## src/tpp_pkg.sv

```systemverilog
// Constants shared by the timer channel: mode and pin action codes, reset values.
// Assumes a single 200 MHz timer clock; registers are plain ports, no bus.
`default_nettype none
package tpp_pkg;
   // ---------------------------------------------------------------
   // Field codes
   // ---------------------------------------------------------------
   localparam logic [1:0] MODE_COMPARE = 2'h0;
   localparam logic [1:0] MODE_CAPTURE = 2'h1;
   localparam logic [1:0] MODE_PULSE   = 2'h2;
   localparam logic [1:0] MODE_TIMER   = 2'h3;
   localparam logic [1:0] PIN_LOW      = 2'h0;
   localparam logic [1:0] PIN_HIGH     = 2'h1;
   localparam logic [1:0] PIN_PWM      = 2'h2;
   localparam logic [1:0] PIN_SINGLE   = 2'h3;
   localparam logic [1:0] CAP_RISE     = 2'h0;
   localparam logic [1:0] CAP_FALL     = 2'h1;
   localparam logic [1:0] CAP_BOTH     = 2'h2;
   localparam logic [1:0] CAP_NONE     = 2'h3;
   // ---------------------------------------------------------------
   // Widths and reset values
   // ---------------------------------------------------------------
   localparam int          CNT_W        = 16;
   localparam int          P_LSB        = 8;
   localparam logic [15:0] CNT_RESET    = 16'h0000;
   localparam logic [15:0] COMP_A_RESET = 16'h0000;
   localparam logic [7:0]  P_ZERO       = 8'h00;
   localparam logic [16:0] FULL_SPAN    = 17'h10000;
endpackage : tpp_pkg
`default_nettype wire

```

## src/tpp_edge_sync.sv

```systemverilog
// Two-stage synchroniser with one-cycle edge pulses.
// Assumes the input is asynchronous to clk.
`default_nettype none
module tpp_edge_sync
(
   input  wire logic clk,
   input  wire logic rst,
   input  wire logic async_in,
   output logic      level,
   output logic      rise,
   output logic      fall
);
   logic meta;
   logic sync;
   logic prev;

   // First stage feeds only the second
   always_ff @(posedge clk or posedge rst)
   begin
      if (rst)
      begin
         meta <= 1'b0;
         sync <= 1'b0;
         prev <= 1'b0;
      end
      else
      begin
         meta <= async_in;
         sync <= meta;
         prev <= sync;
      end
   end

   assign level = sync;
   assign rise  = sync & ~prev;
   assign fall  = ~sync & prev;
endmodule : tpp_edge_sync
`default_nettype wire

```

## src/tpp_timer.sv

```systemverilog
// Timer channel: PWM output, single pulse output and capture input modes.
// Assumes software holds the control bits steady between uses; pins are async.
//
// Contract
// - Swap set: period compare A, duty P*256
// - Counter clear defines PWM period
// - PWM counting continues with pin forced
// - PWM ignores clear source select
// - Trigger pin edge sets run bit
// - Run rise starts counter, leading edge
// - Compare A match ends pulse, clears run
// - Compare A flag on pulse end
// - Counter stops at match, zeroed on restart
// - Single pulse ignores P, clear, swap
// - Mode 01 is capture, edges selectable
// - Capture counter free runs while run
// - Capture edge copies counter, raises flag
// - Capture P match zeroes counter, flags
// - Capture P zero runs full count
// - Pin action 11 disables capture only
// - Capture drives no output function
// - Duty at or above period gives 100%
// - Initial level polarity, invert reverses
`default_nettype none
module tpp_timer
(
   input  wire logic        clk,
   input  wire logic        rst,
   input  wire logic        mode_select_hi,
   input  wire logic        mode_select_lo,
   input  wire logic [1:0]  pin_action_select,
   input  wire logic        output_initial_level,
   input  wire logic        output_invert,
   input  wire logic        clear_source_select,
   input  wire logic        duty_period_swap_select,
   input  wire logic        run_set,
   input  wire logic        run_clear,
   input  wire logic        compare_a_write,
   input  wire logic [15:0] compare_a_wdata,
   input  wire logic [7:0]  compare_p_value,
   input  wire logic        external_trigger_pin,
   input  wire logic        capture_input_pin,
   output logic             counter_run_bit,
   output logic [15:0]      compare_a_value,
   output logic [15:0]      count,
   output logic             timer_output,
   output logic             flag_a_pulse,
   output logic             flag_p_pulse
);
   // ---------------------------------------------------------------
   // Pin synchronisers
   // ---------------------------------------------------------------
   logic trig_rise;
   logic cap_level;
   logic cap_rise;
   logic cap_fall;

   tpp_edge_sync u_trig
   (
      .clk      (clk),
      .rst      (rst),
      .async_in (external_trigger_pin),
      .level    (),
      .rise     (trig_rise),
      .fall     ()
   );

   tpp_edge_sync u_cap
   (
      .clk      (clk),
      .rst      (rst),
      .async_in (capture_input_pin),
      .level    (cap_level),
      .rise     (cap_rise),
      .fall     (cap_fall)
   );

   // ---------------------------------------------------------------
   // Decode
   // ---------------------------------------------------------------
   wire [1:0] mode      = {mode_select_hi, mode_select_lo};
   wire       is_capt   = (mode == tpp_pkg::MODE_CAPTURE);
   wire       is_pwm    = (mode == tpp_pkg::MODE_PULSE) && (pin_action_select != tpp_pkg::PIN_SINGLE);
   wire       is_single = (mode == tpp_pkg::MODE_PULSE) && (pin_action_select == tpp_pkg::PIN_SINGLE);

   logic run_prev;
   wire  run_rise = counter_run_bit & ~run_prev;

   wire match_a = (count == compare_a_value);
   // P compares the high byte; zero means the full 65536 span
   wire match_p = (compare_p_value == tpp_pkg::P_ZERO)
                  ? (count == 16'hffff)
                  : (count == {compare_p_value, 8'h00});

   // PWM period/duty choice; clear_source_select is not looked at
   wire [16:0] p_span = (compare_p_value == tpp_pkg::P_ZERO)
                        ? tpp_pkg::FULL_SPAN : {1'b0, compare_p_value, 8'h00};
   wire [16:0] a_span = {1'b0, compare_a_value};
   wire [16:0] period = duty_period_swap_select ? a_span : p_span;
   wire [16:0] duty   = duty_period_swap_select ? p_span : a_span;
   // Clear on the last count so the period is exactly the span, not one more
   wire pwm_clear = ({1'b0, count} == (period - 17'h00001));
   wire        duty_full = (duty >= period);
   wire        pwm_act   = duty_full || ({1'b0, count} < duty);
   wire        pwm_wave  = (pwm_act ? output_initial_level : ~output_initial_level)
                           ^ output_invert;

   // Capture edge choice; code 11 never captures
   wire cap_edge = is_capt && counter_run_bit &&
                   ((pin_action_select == tpp_pkg::CAP_RISE && cap_rise) ||
                    (pin_action_select == tpp_pkg::CAP_FALL && cap_fall) ||
                    (pin_action_select == tpp_pkg::CAP_BOTH && (cap_rise || cap_fall)));

   wire single_end = is_single && counter_run_bit && !run_rise && match_a;

   // Run bit: hardware set beats the clear in the same cycle
   wire next_run = (run_set || (is_single && trig_rise)) ? 1'b1
                 : (run_clear || single_end) ? 1'b0
                 : counter_run_bit;

   logic [15:0] next_count;
   always_comb
   begin
      next_count = count;
      if (run_rise)
         next_count = tpp_pkg::CNT_RESET;
      else if (counter_run_bit)
      begin
         if (is_pwm && pwm_clear)
            next_count = tpp_pkg::CNT_RESET;
         else if (is_capt && match_p)
            next_count = tpp_pkg::CNT_RESET;
         else if (single_end)
            next_count = count;
         else
            next_count = count + 16'h0001;
      end
   end

   // Pin: pulse is the run bit XOR output_invert; capture leaves pin at rest
   wire next_out = is_pwm ? ((pin_action_select == tpp_pkg::PIN_PWM) ? pwm_wave
                              : (pin_action_select == tpp_pkg::PIN_HIGH))
                 : is_single ? (next_run ^ output_invert)
                 : 1'b0;

   // In PWM the period comparator flags at the clear, the duty one at its match
   wire pwm_hit_a   = duty_period_swap_select ? pwm_clear : match_a;
   wire pwm_hit_p   = duty_period_swap_select ? match_p : pwm_clear;
   wire next_flag_a = (is_pwm && counter_run_bit && pwm_hit_a) || single_end || cap_edge;
   wire next_flag_p = (is_pwm && counter_run_bit && !run_rise && pwm_hit_p)
                    || (is_capt && counter_run_bit && !run_rise && match_p);

   // ---------------------------------------------------------------
   // State
   // ---------------------------------------------------------------
   always_ff @(posedge clk or posedge rst)
   begin
      if (rst)
      begin
         counter_run_bit <= 1'b0;
         run_prev        <= 1'b0;
         count           <= tpp_pkg::CNT_RESET;
         compare_a_value <= tpp_pkg::COMP_A_RESET;
         timer_output    <= 1'b0;
         flag_a_pulse    <= 1'b0;
         flag_p_pulse    <= 1'b0;
      end
      else
      begin
         counter_run_bit <= next_run;
         run_prev        <= counter_run_bit;
         count           <= next_count;
         if (cap_edge)
            compare_a_value <= count;
         else if (compare_a_write)
            compare_a_value <= compare_a_wdata;
         timer_output    <= next_out;
         flag_a_pulse    <= next_flag_a;
         flag_p_pulse    <= next_flag_p;
      end
   end

   // ---------------------------------------------------------------
   // Checks
   // ---------------------------------------------------------------
   a_single_end_flag: assert property (@(posedge clk) disable iff (rst)
      single_end |=> flag_a_pulse && !counter_run_bit)
      else $error("pulse end without flag or run clear");
   a_single_hold: assert property (@(posedge clk) disable iff (rst)
      single_end && !run_set && !trig_rise |=> count == $past(count))
      else $error("counter moved at pulse end");
   a_trig_sets_run: assert property (@(posedge clk) disable iff (rst)
      is_single && trig_rise |=> counter_run_bit)
      else $error("trigger did not set run");
   a_restart_zero: assert property (@(posedge clk) disable iff (rst)
      run_rise |=> count == 16'h0000)
      else $error("counter not zeroed on start");
   a_capture_copy: assert property (@(posedge clk) disable iff (rst)
      cap_edge |=> compare_a_value == $past(count) && flag_a_pulse)
      else $error("capture did not copy counter");
   a_capture_none: assert property (@(posedge clk) disable iff (rst)
      is_capt && pin_action_select == 2'h3 |-> !cap_edge)
      else $error("capture with code 11");
   a_capture_wrap: assert property (@(posedge clk) disable iff (rst)
      is_capt && counter_run_bit && !run_rise && match_p |=> count == 16'h0000 && flag_p_pulse)
      else $error("capture P match did not wrap");
   a_capture_pin: assert property (@(posedge clk) disable iff (rst)
      is_capt ##1 is_capt |-> !timer_output)
      else $error("output driven in capture");
   a_pwm_clear: assert property (@(posedge clk) disable iff (rst)
      is_pwm && counter_run_bit && !run_rise && pwm_clear |=> count == 16'h0000)
      else $error("pwm period clear missed");
   a_pwm_full: assert property (@(posedge clk) disable iff (rst)
      is_pwm && pin_action_select == 2'h2 && duty_full |=>
      timer_output == ($past(output_initial_level) ^ $past(output_invert)))
      else $error("full duty not held");

   a_swap_period: assert property (@(posedge clk) disable iff (rst)
      is_pwm && duty_period_swap_select && counter_run_bit && !run_rise &&
      ({1'b0, count} == a_span - 17'h00001) |=> count == 16'h0000)
      else $error("swap period did not end at compare A");

   a_p_period: assert property (@(posedge clk) disable iff (rst)
      is_pwm && !duty_period_swap_select && counter_run_bit && !run_rise &&
      ({1'b0, count} == p_span - 17'h00001) |=> count == 16'h0000)
      else $error("period did not end at compare P");

   a_forced_count: assert property (@(posedge clk) disable iff (rst)
      is_pwm && pin_action_select == 2'h0 && counter_run_bit && !run_rise && !pwm_clear
      |=> count == $past(count) + 16'h0001)
      else $error("pwm counter stopped with pin forced");

   a_forced_low: assert property (@(posedge clk) disable iff (rst)
      is_pwm && pin_action_select == 2'h0 |=> !timer_output)
      else $error("forced low pin not low");

   a_forced_high: assert property (@(posedge clk) disable iff (rst)
      is_pwm && pin_action_select == 2'h1 |=> timer_output)
      else $error("forced high pin not high");

   a_pulse_lead: assert property (@(posedge clk) disable iff (rst)
      is_single && next_run && !counter_run_bit
      |=> counter_run_bit && (timer_output != $past(output_invert)))
      else $error("pulse leading edge missing");

   a_pulse_trail: assert property (@(posedge clk) disable iff (rst)
      is_single && counter_run_bit && !next_run
      |=> !counter_run_bit && (timer_output == $past(output_invert)))
      else $error("pulse trailing edge missing");

   a_soft_end: assert property (@(posedge clk) disable iff (rst)
      is_single && run_clear && !run_set && !trig_rise |=> !counter_run_bit)
      else $error("software clear did not end pulse");

   a_single_no_p: assert property (@(posedge clk) disable iff (rst)
      is_single |=> !flag_p_pulse)
      else $error("compare P used in single pulse");

   a_set_wins: assert property (@(posedge clk) disable iff (rst)
      run_set |=> counter_run_bit)
      else $error("run set lost");

   a_capt_count: assert property (@(posedge clk) disable iff (rst)
      is_capt && counter_run_bit && !run_rise && !match_p |=> count == $past(count) + 16'h0001)
      else $error("capture counter not free running");

   a_capt_stop: assert property (@(posedge clk) disable iff (rst)
      is_capt && !counter_run_bit |=> count == $past(count))
      else $error("capture counter ran while stopped");

   a_capt_full: assert property (@(posedge clk) disable iff (rst)
      is_capt && counter_run_bit && !run_rise && compare_p_value == 8'h00 && count == 16'hffff
      |=> count == 16'h0000 && flag_p_pulse)
      else $error("full count wrap missed");

   a_capt_below: assert property (@(posedge clk) disable iff (rst)
      is_capt && compare_p_value == 8'h00 && count != 16'hffff |=> !flag_p_pulse)
      else $error("early wrap with P zero");

   a_capt_silent: assert property (@(posedge clk) disable iff (rst)
      is_capt && pin_action_select == 2'h3 |=> !flag_a_pulse)
      else $error("capture flag with code 11");

   a_pwm_active: assert property (@(posedge clk) disable iff (rst)
      is_pwm && pin_action_select == 2'h2 && ({1'b0, count} < duty)
      |=> timer_output == ($past(output_initial_level) ^ $past(output_invert)))
      else $error("pwm active level wrong");

   a_pwm_idle: assert property (@(posedge clk) disable iff (rst)
      is_pwm && pin_action_select == 2'h2 && !duty_full && ({1'b0, count} >= duty)
      |=> timer_output == !($past(output_initial_level) ^ $past(output_invert)))
      else $error("pwm idle level wrong");

   a_trig_once: assert property (@(posedge clk) disable iff (rst)
      trig_rise |=> !trig_rise)
      else $error("trigger edge seen twice");

   a_cap_once: assert property (@(posedge clk) disable iff (rst)
      cap_rise |=> !cap_rise)
      else $error("capture edge seen twice");

   a_rise_only: assert property (@(posedge clk) disable iff (rst)
      is_capt && pin_action_select == 2'h0 && cap_fall && !cap_rise |-> !cap_edge)
      else $error("falling edge captured in rise code");
endmodule : tpp_timer
`default_nettype wire

```

## config.mk

```make
export PLATFORM = sky130hd
export DESIGN_NAME = tpp_timer
export DESIGN_NICKNAME = d
export VERILOG_FILES = /design/src/tpp_pkg.sv /design/src/tpp_edge_sync.sv /design/src/tpp_timer.sv
export SDC_FILE = /design/constraint.sdc
export NUM_CORES = 1
export LEC_CHECK = 0
export ABC_CLOCK_PERIOD_IN_PS = 3900
export BUFFER_PORTS_ARGS = -buffer_cell sky130_fd_sc_hd__buf_2
export CAP_MARGIN = 5
export CORE_MARGIN = 1.5
export CORE_UTILIZATION = 58
export DETAILED_ROUTE_END_ITERATION = 10
export PLACE_DENSITY = 0.9
export SLEW_MARGIN = 10
export SYNTH_ARGS = -nofsm -noshare
export SYNTH_HDL_FRONTEND = slang
export SYNTH_SLANG_ARGS = --single-unit
```

## constraint.sdc

```tcl
create_clock -name clk -period 3.9 [get_ports clk]
set_input_delay 0.78 -clock clk [delete_from_list [all_inputs] [get_ports clk]]
set_output_delay 0.78 -clock clk [all_outputs]
set_load 0.02 [all_outputs]
```

==> impl_results.html <==
<table>
<tr><th>Metric</th><th>Value</th></tr>
<tr><th colspan="2">Floorplanning</th></tr>
<tr><td>I/O pin count</td><td>75</td></tr>
<tr><td>Die Y</td><td>just under 90 um</td></tr>
<tr><td>Core Region</td><td>about 7200 sq um</td></tr>
<tr><td>Area enclosed by the die boundary</td><td>between 7000 and 8000 sq um</td></tr>
<tr><td>Num rows</td><td>31</td></tr>
<tr><td>Starting density of the core</td><td>0.593</td></tr>
<tr><td>Horizontal extent of the die</td><td>88.7 um</td></tr>
<tr><th colspan="2">Clock tree</th></tr>
<tr><td>Clock Root Buffer</td><td>sky130_fd_sc_hd__clkbuf_8</td></tr>
<tr><td>Clk buf depth</td><td>2</td></tr>
<tr><td>Post-CTS repair timing setup buffer count</td><td>0</td></tr>
<tr><td>Number of buffers inserted for hold repair after clock tree synthesis</td><td>0</td></tr>
<tr><td>CTS clock-pin slew for the worst setup and hold paths</td><td>100 ps</td></tr>
<tr><td>H-tree depth</td><td>2</td></tr>
<tr><td># clock sinks</td><td>43</td></tr>
<tr><td>Insertion delay of the later-clocked pin in the worst-skew pair</td><td>just over 300 ps</td></tr>
<tr><td>Clock tree from TritonCTS</td><td>done</td></tr>
<tr><td>Cells resized by post-CTS repair</td><td>0</td></tr>
<tr><td>Total clock buffers created by CTS</td><td>5</td></tr>
<tr><th colspan="2">Drt</th></tr>
<tr><td>Count of vias placed by the detailed router</td><td>4176</td></tr>
<tr><td>Count of unresolved DRC violations after routing</td><td>0</td></tr>
<tr><td>ANT nets after route</td><td>0</td></tr>
<tr><td>Detailed-routing iteration count for the pre-antenna-repair pass</td><td>5</td></tr>
<tr><td>Total routed wirelength</td><td>12000 um</td></tr>
<tr><td>Routed wire length per instance</td><td>18.5 um</td></tr>
<tr><td>Avg Vias per Cell</td><td>6.45</td></tr>
<tr><td>Starting DRT DRC Count</td><td>463</td></tr>
<tr><th colspan="2">STA</th></tr>
<tr><td>Worst setup skew after layout</td><td>9.78 ps</td></tr>
<tr><td>Worst relative slew slack</td><td>0.613</td></tr>
<tr><td>Max-slew violation count</td><td>0</td></tr>
<tr><td>Endpoints failing setup</td><td>0</td></tr>
<tr><td>Final period util</td><td>0.859</td></tr>
<tr><td>Tightest hold margin</td><td>358 ps</td></tr>
<tr><td>Worst Max-Slew Pin Slew</td><td>574 ps</td></tr>
<tr><td>Fmax</td><td>299 MHz</td></tr>
<tr><td>Count of endpoints failing hold in the final timing report</td><td>0</td></tr>
<tr><td>Final Critical Period</td><td>approximately 3300 ps</td></tr>
<tr><td>Unrepaired setup endpoints after global routing</td><td>no</td></tr>
<tr><td>Setup tns final</td><td>0 ps</td></tr>
<tr><th colspan="2">Placed design</th></tr>
<tr><td>RD Place Congestion</td><td>roughly 0.94</td></tr>
<tr><td>Hpwl dp</td><td>around 8700 um</td></tr>
<tr><td>Post-place instance area</td><td>4550 sq um</td></tr>
<tr><td>Count of input and output buffers</td><td>73</td></tr>
<tr><th colspan="2">Synth</th></tr>
<tr><td>Async SR Flop Fraction</td><td>1.00</td></tr>
<tr><td>Dominant register cell in the synthesized netlist</td><td>sky130_fd_sc_hd__dfrtp_1</td></tr>
<tr><td>Synthesized cell area</td><td>4260 sq um</td></tr>
<tr><td>Instance count of the mapped netlist</td><td>497</td></tr>
<tr><td>Post-synthesis cell type with the largest combined area</td><td>sky130_fd_sc_hd__dfrtp_1</td></tr>
<tr><td>Number of nets in the synthesized netlist</td><td>around 560</td></tr>
<tr><td>Sequential share of the synthesized area</td><td>0.253</td></tr>
<tr><td>Synthesis Warnings</td><td>0</td></tr>
<tr><td>Number of enable flip-flop cells after synthesis</td><td>0</td></tr>
<tr><td>Synthesized area per cell</td><td>8.56 sq um</td></tr>
<tr><td>Number of distinct library cells after synthesis</td><td>73</td></tr>
<tr><td>Most area-consuming cells after synthesis</td><td>sky130_fd_sc_hd__dfrtp_1 25%, sky130_fd_sc_hd__ha_1 7.9%, sky130_fd_sc_hd__xnor2_1 6.8%</td></tr>
<tr><td>Synth top area share</td><td>0.253</td></tr>
<tr><td>Count of state elements after synthesis</td><td>43</td></tr>
<tr><th colspan="2">Setup path</th></tr>
<tr><td>Type of element capturing the critical path</td><td>flop</td></tr>
<tr><td>CP max FO</td><td>12</td></tr>
<tr><td>Start-to-end type of the worst setup path</td><td>input port to flop</td></tr>
<tr><td>Required arrival time at the worst endpoint</td><td>4080 ps</td></tr>
<tr><td>Arr. time, crit path</td><td>3530 ps</td></tr>
<tr><td>Flop2flop setup slack</td><td>approximately 620 ps</td></tr>
<tr><td>Critical path launch point type</td><td>input port</td></tr>
<tr><th colspan="2">Global routing</th></tr>
<tr><td>Number of antenna violations at the first check in global routing</td><td>0</td></tr>
<tr><td>Largest net degree at the start of global routing</td><td>44</td></tr>
<tr><td>Number of global-route vias before repair</td><td>3907</td></tr>
<tr><td>First-pass GRT wire length</td><td>~19000 um</td></tr>
<tr><td>Global-route usage over all layers</td><td>0.305</td></tr>
<tr><td>GRT overflow</td><td>0</td></tr>
<tr><th colspan="2">Power and ir drop</th></tr>
<tr><td>Sum of internal, switching and leakage power</td><td>1.71 mW</td></tr>
<tr><td>Power density cells</td><td>367 nW/um^2</td></tr>
<tr><td>Worst IR Drop VDD</td><td>approximately 0.24 mV</td></tr>
<tr><td>Leak</td><td>between 2 and 2.5 nW</td></tr>
<tr><th colspan="2">Min path</th></tr>
<tr><td>Class of the tightest hold or removal check</td><td>flop to flop</td></tr>
<tr><th colspan="2">Finish</th></tr>
<tr><td>Final cell utilization of the core</td><td>0.650</td></tr>
<tr><td>N_diodes</td><td>0</td></tr>
<tr><td>Area Overhead vs Synth</td><td>9.67%</td></tr>
<tr><td>Share of cells above drive strength 1</td><td>0.224</td></tr>
<tr><td>Number of nets in the layout</td><td>613</td></tr>
<tr><td>Post-route design area</td><td>approximately 4700 sq um</td></tr>
<tr><th colspan="2">Status</th></tr>
<tr><td>Status</td><td>completed</td></tr>
<tr><th colspan="2">Flow run</th></tr>
<tr><td>Count of maximum capacitance violations</td><td>0</td></tr>
</table>
-- critical path: stages --
cell,delay [ps]
sky130_fd_sc_hd__buf_2,140
sky130_fd_sc_hd__or4_4,570
sky130_fd_sc_hd__or3_4,420
sky130_fd_sc_hd__nand2_1,80
sky130_fd_sc_hd__a32oi_1,100
sky130_fd_sc_hd__or4_4,570
sky130_fd_sc_hd__o32ai_4,510
sky130_fd_sc_hd__or3_2,260
sky130_fd_sc_hd__o311ai_2,100
-- layer usage --
metal / GRT usage / vias to the layer above / routed length, um
li1: - / 1886 / -
met1: 0.381 / 2004 / 4750
met2: 0.530 / 233 / 5850
met3: 0.0382 / 53 / 938
met4: 0.132 / 0 / 431
met5: 0 / - / 0
-- cell usage after synthesis, types with 11 or more instances --
master and number:
sky130_fd_sc_hd__dfrtp_1 43, sky130_fd_sc_hd__ha_1 27, sky130_fd_sc_hd__xnor2_1 33, sky130_fd_sc_hd__nor3_1 11
sky130_fd_sc_hd__xor2_1 13, sky130_fd_sc_hd__a21o_1 13, sky130_fd_sc_hd__nand3_1 13, sky130_fd_sc_hd__nand2_1 48
sky130_fd_sc_hd__clkbuf_1 19, sky130_fd_sc_hd__nor2_1 33, sky130_fd_sc_hd__mux2i_1 27, sky130_fd_sc_hd__inv_1 21
sky130_fd_sc_hd__o21ai_0 15, sky130_fd_sc_hd__a21oi_1 34
-- cell usage in the layout, fill, tap and decap left out, drive strengths merged, types with 9 or more instances in the layout --
| cell type | count |
|---|---|
| nor4 | 9 |
| xor2 | 13 |
| ha | 27 |
| xnor2 | 33 |
| nand2 | 48 |
| nor3 | 11 |
| a211oi | 10 |
| mux2i | 27 |
| nor2 | 33 |
| nand3 | 13 |
| buf | 84 |
| or4 | 9 |
| a21oi | 34 |
| or3 | 10 |
| o21ai | 21 |
| a21o | 13 |
| dfrtp | 43 |
| inv | 21 |
-- kinds of logic after synthesis --
logic type | synth area share
compound gates | 0.183
xor+xnor | 0.100
fa+ha+maj | 0.0794
buf+inv | 0.0856
flops | 0.253
mux | 0.0847
simple gates | 0.214
-- sequential cells by signal, summed over array words and instances (netlist names) --
signal	count
compare_a_value	16
count	16
counter_run_bit	1
flag_a_pulse	1
flag_p_pulse	1
run_prev	1
timer_output	1
u_cap.level	1
u_cap.meta	1
u_cap.prev	1
u_trig.level	1
u_trig.meta	1
u_trig.prev	1
-- path summary, 6_finish.rpt --
check | start | end | cells past startpoint
hold reg to reg | u_cap.meta$_DFF_PP0_ | u_cap.level$_DFF_PP0_ | 0
max in group asynchronous | rst | compare_a_value[8]$_DFFE_PP0P_ | 3
setup reg to reg | compare_a_value[2]$_DFFE_PP0P_ | count[15]$_DFFE_PP0P_ | 9
min in group asynchronous | rst | flag_a_pulse$_DFF_PP0_ | 3
hold / removal | u_cap.meta$_DFF_PP0_ | u_cap.level$_DFF_PP0_ | 0
setup / recovery | compare_p_value[0] | count[15]$_DFFE_PP0P_ | 9
-- area by class of cell --
cell class                 count  area [sq um]
clock buffer                   6          82.6
clock inverter                 2          38.8
fill                         586          2510
inverter                      22          82.6
multi-input combinational    391          2820
sequential                    43          1080
tap                           99           124
timing repair buffer          84           448
-- power breakdown --
part	internal [mW]	total [mW]	switching [mW]	leakage, nW
Clock	0.211	0.386	0.175	0.0618
Combinational	0.295	0.672	0.377	1.59
Sequential	0.497	0.656	0.159	0.535
-- through the flow --
step / worst slack [ps] / instances
6_report: 552 / 647
5_1_grt: 462 / 647
4_1_cts: 558 / 647
3_5_place_dp: 239 / 639
3_3_place_gp: 326 / 639
2_1_floorplan: 19.3 / 497
Power figures use the tool's default switching activity.
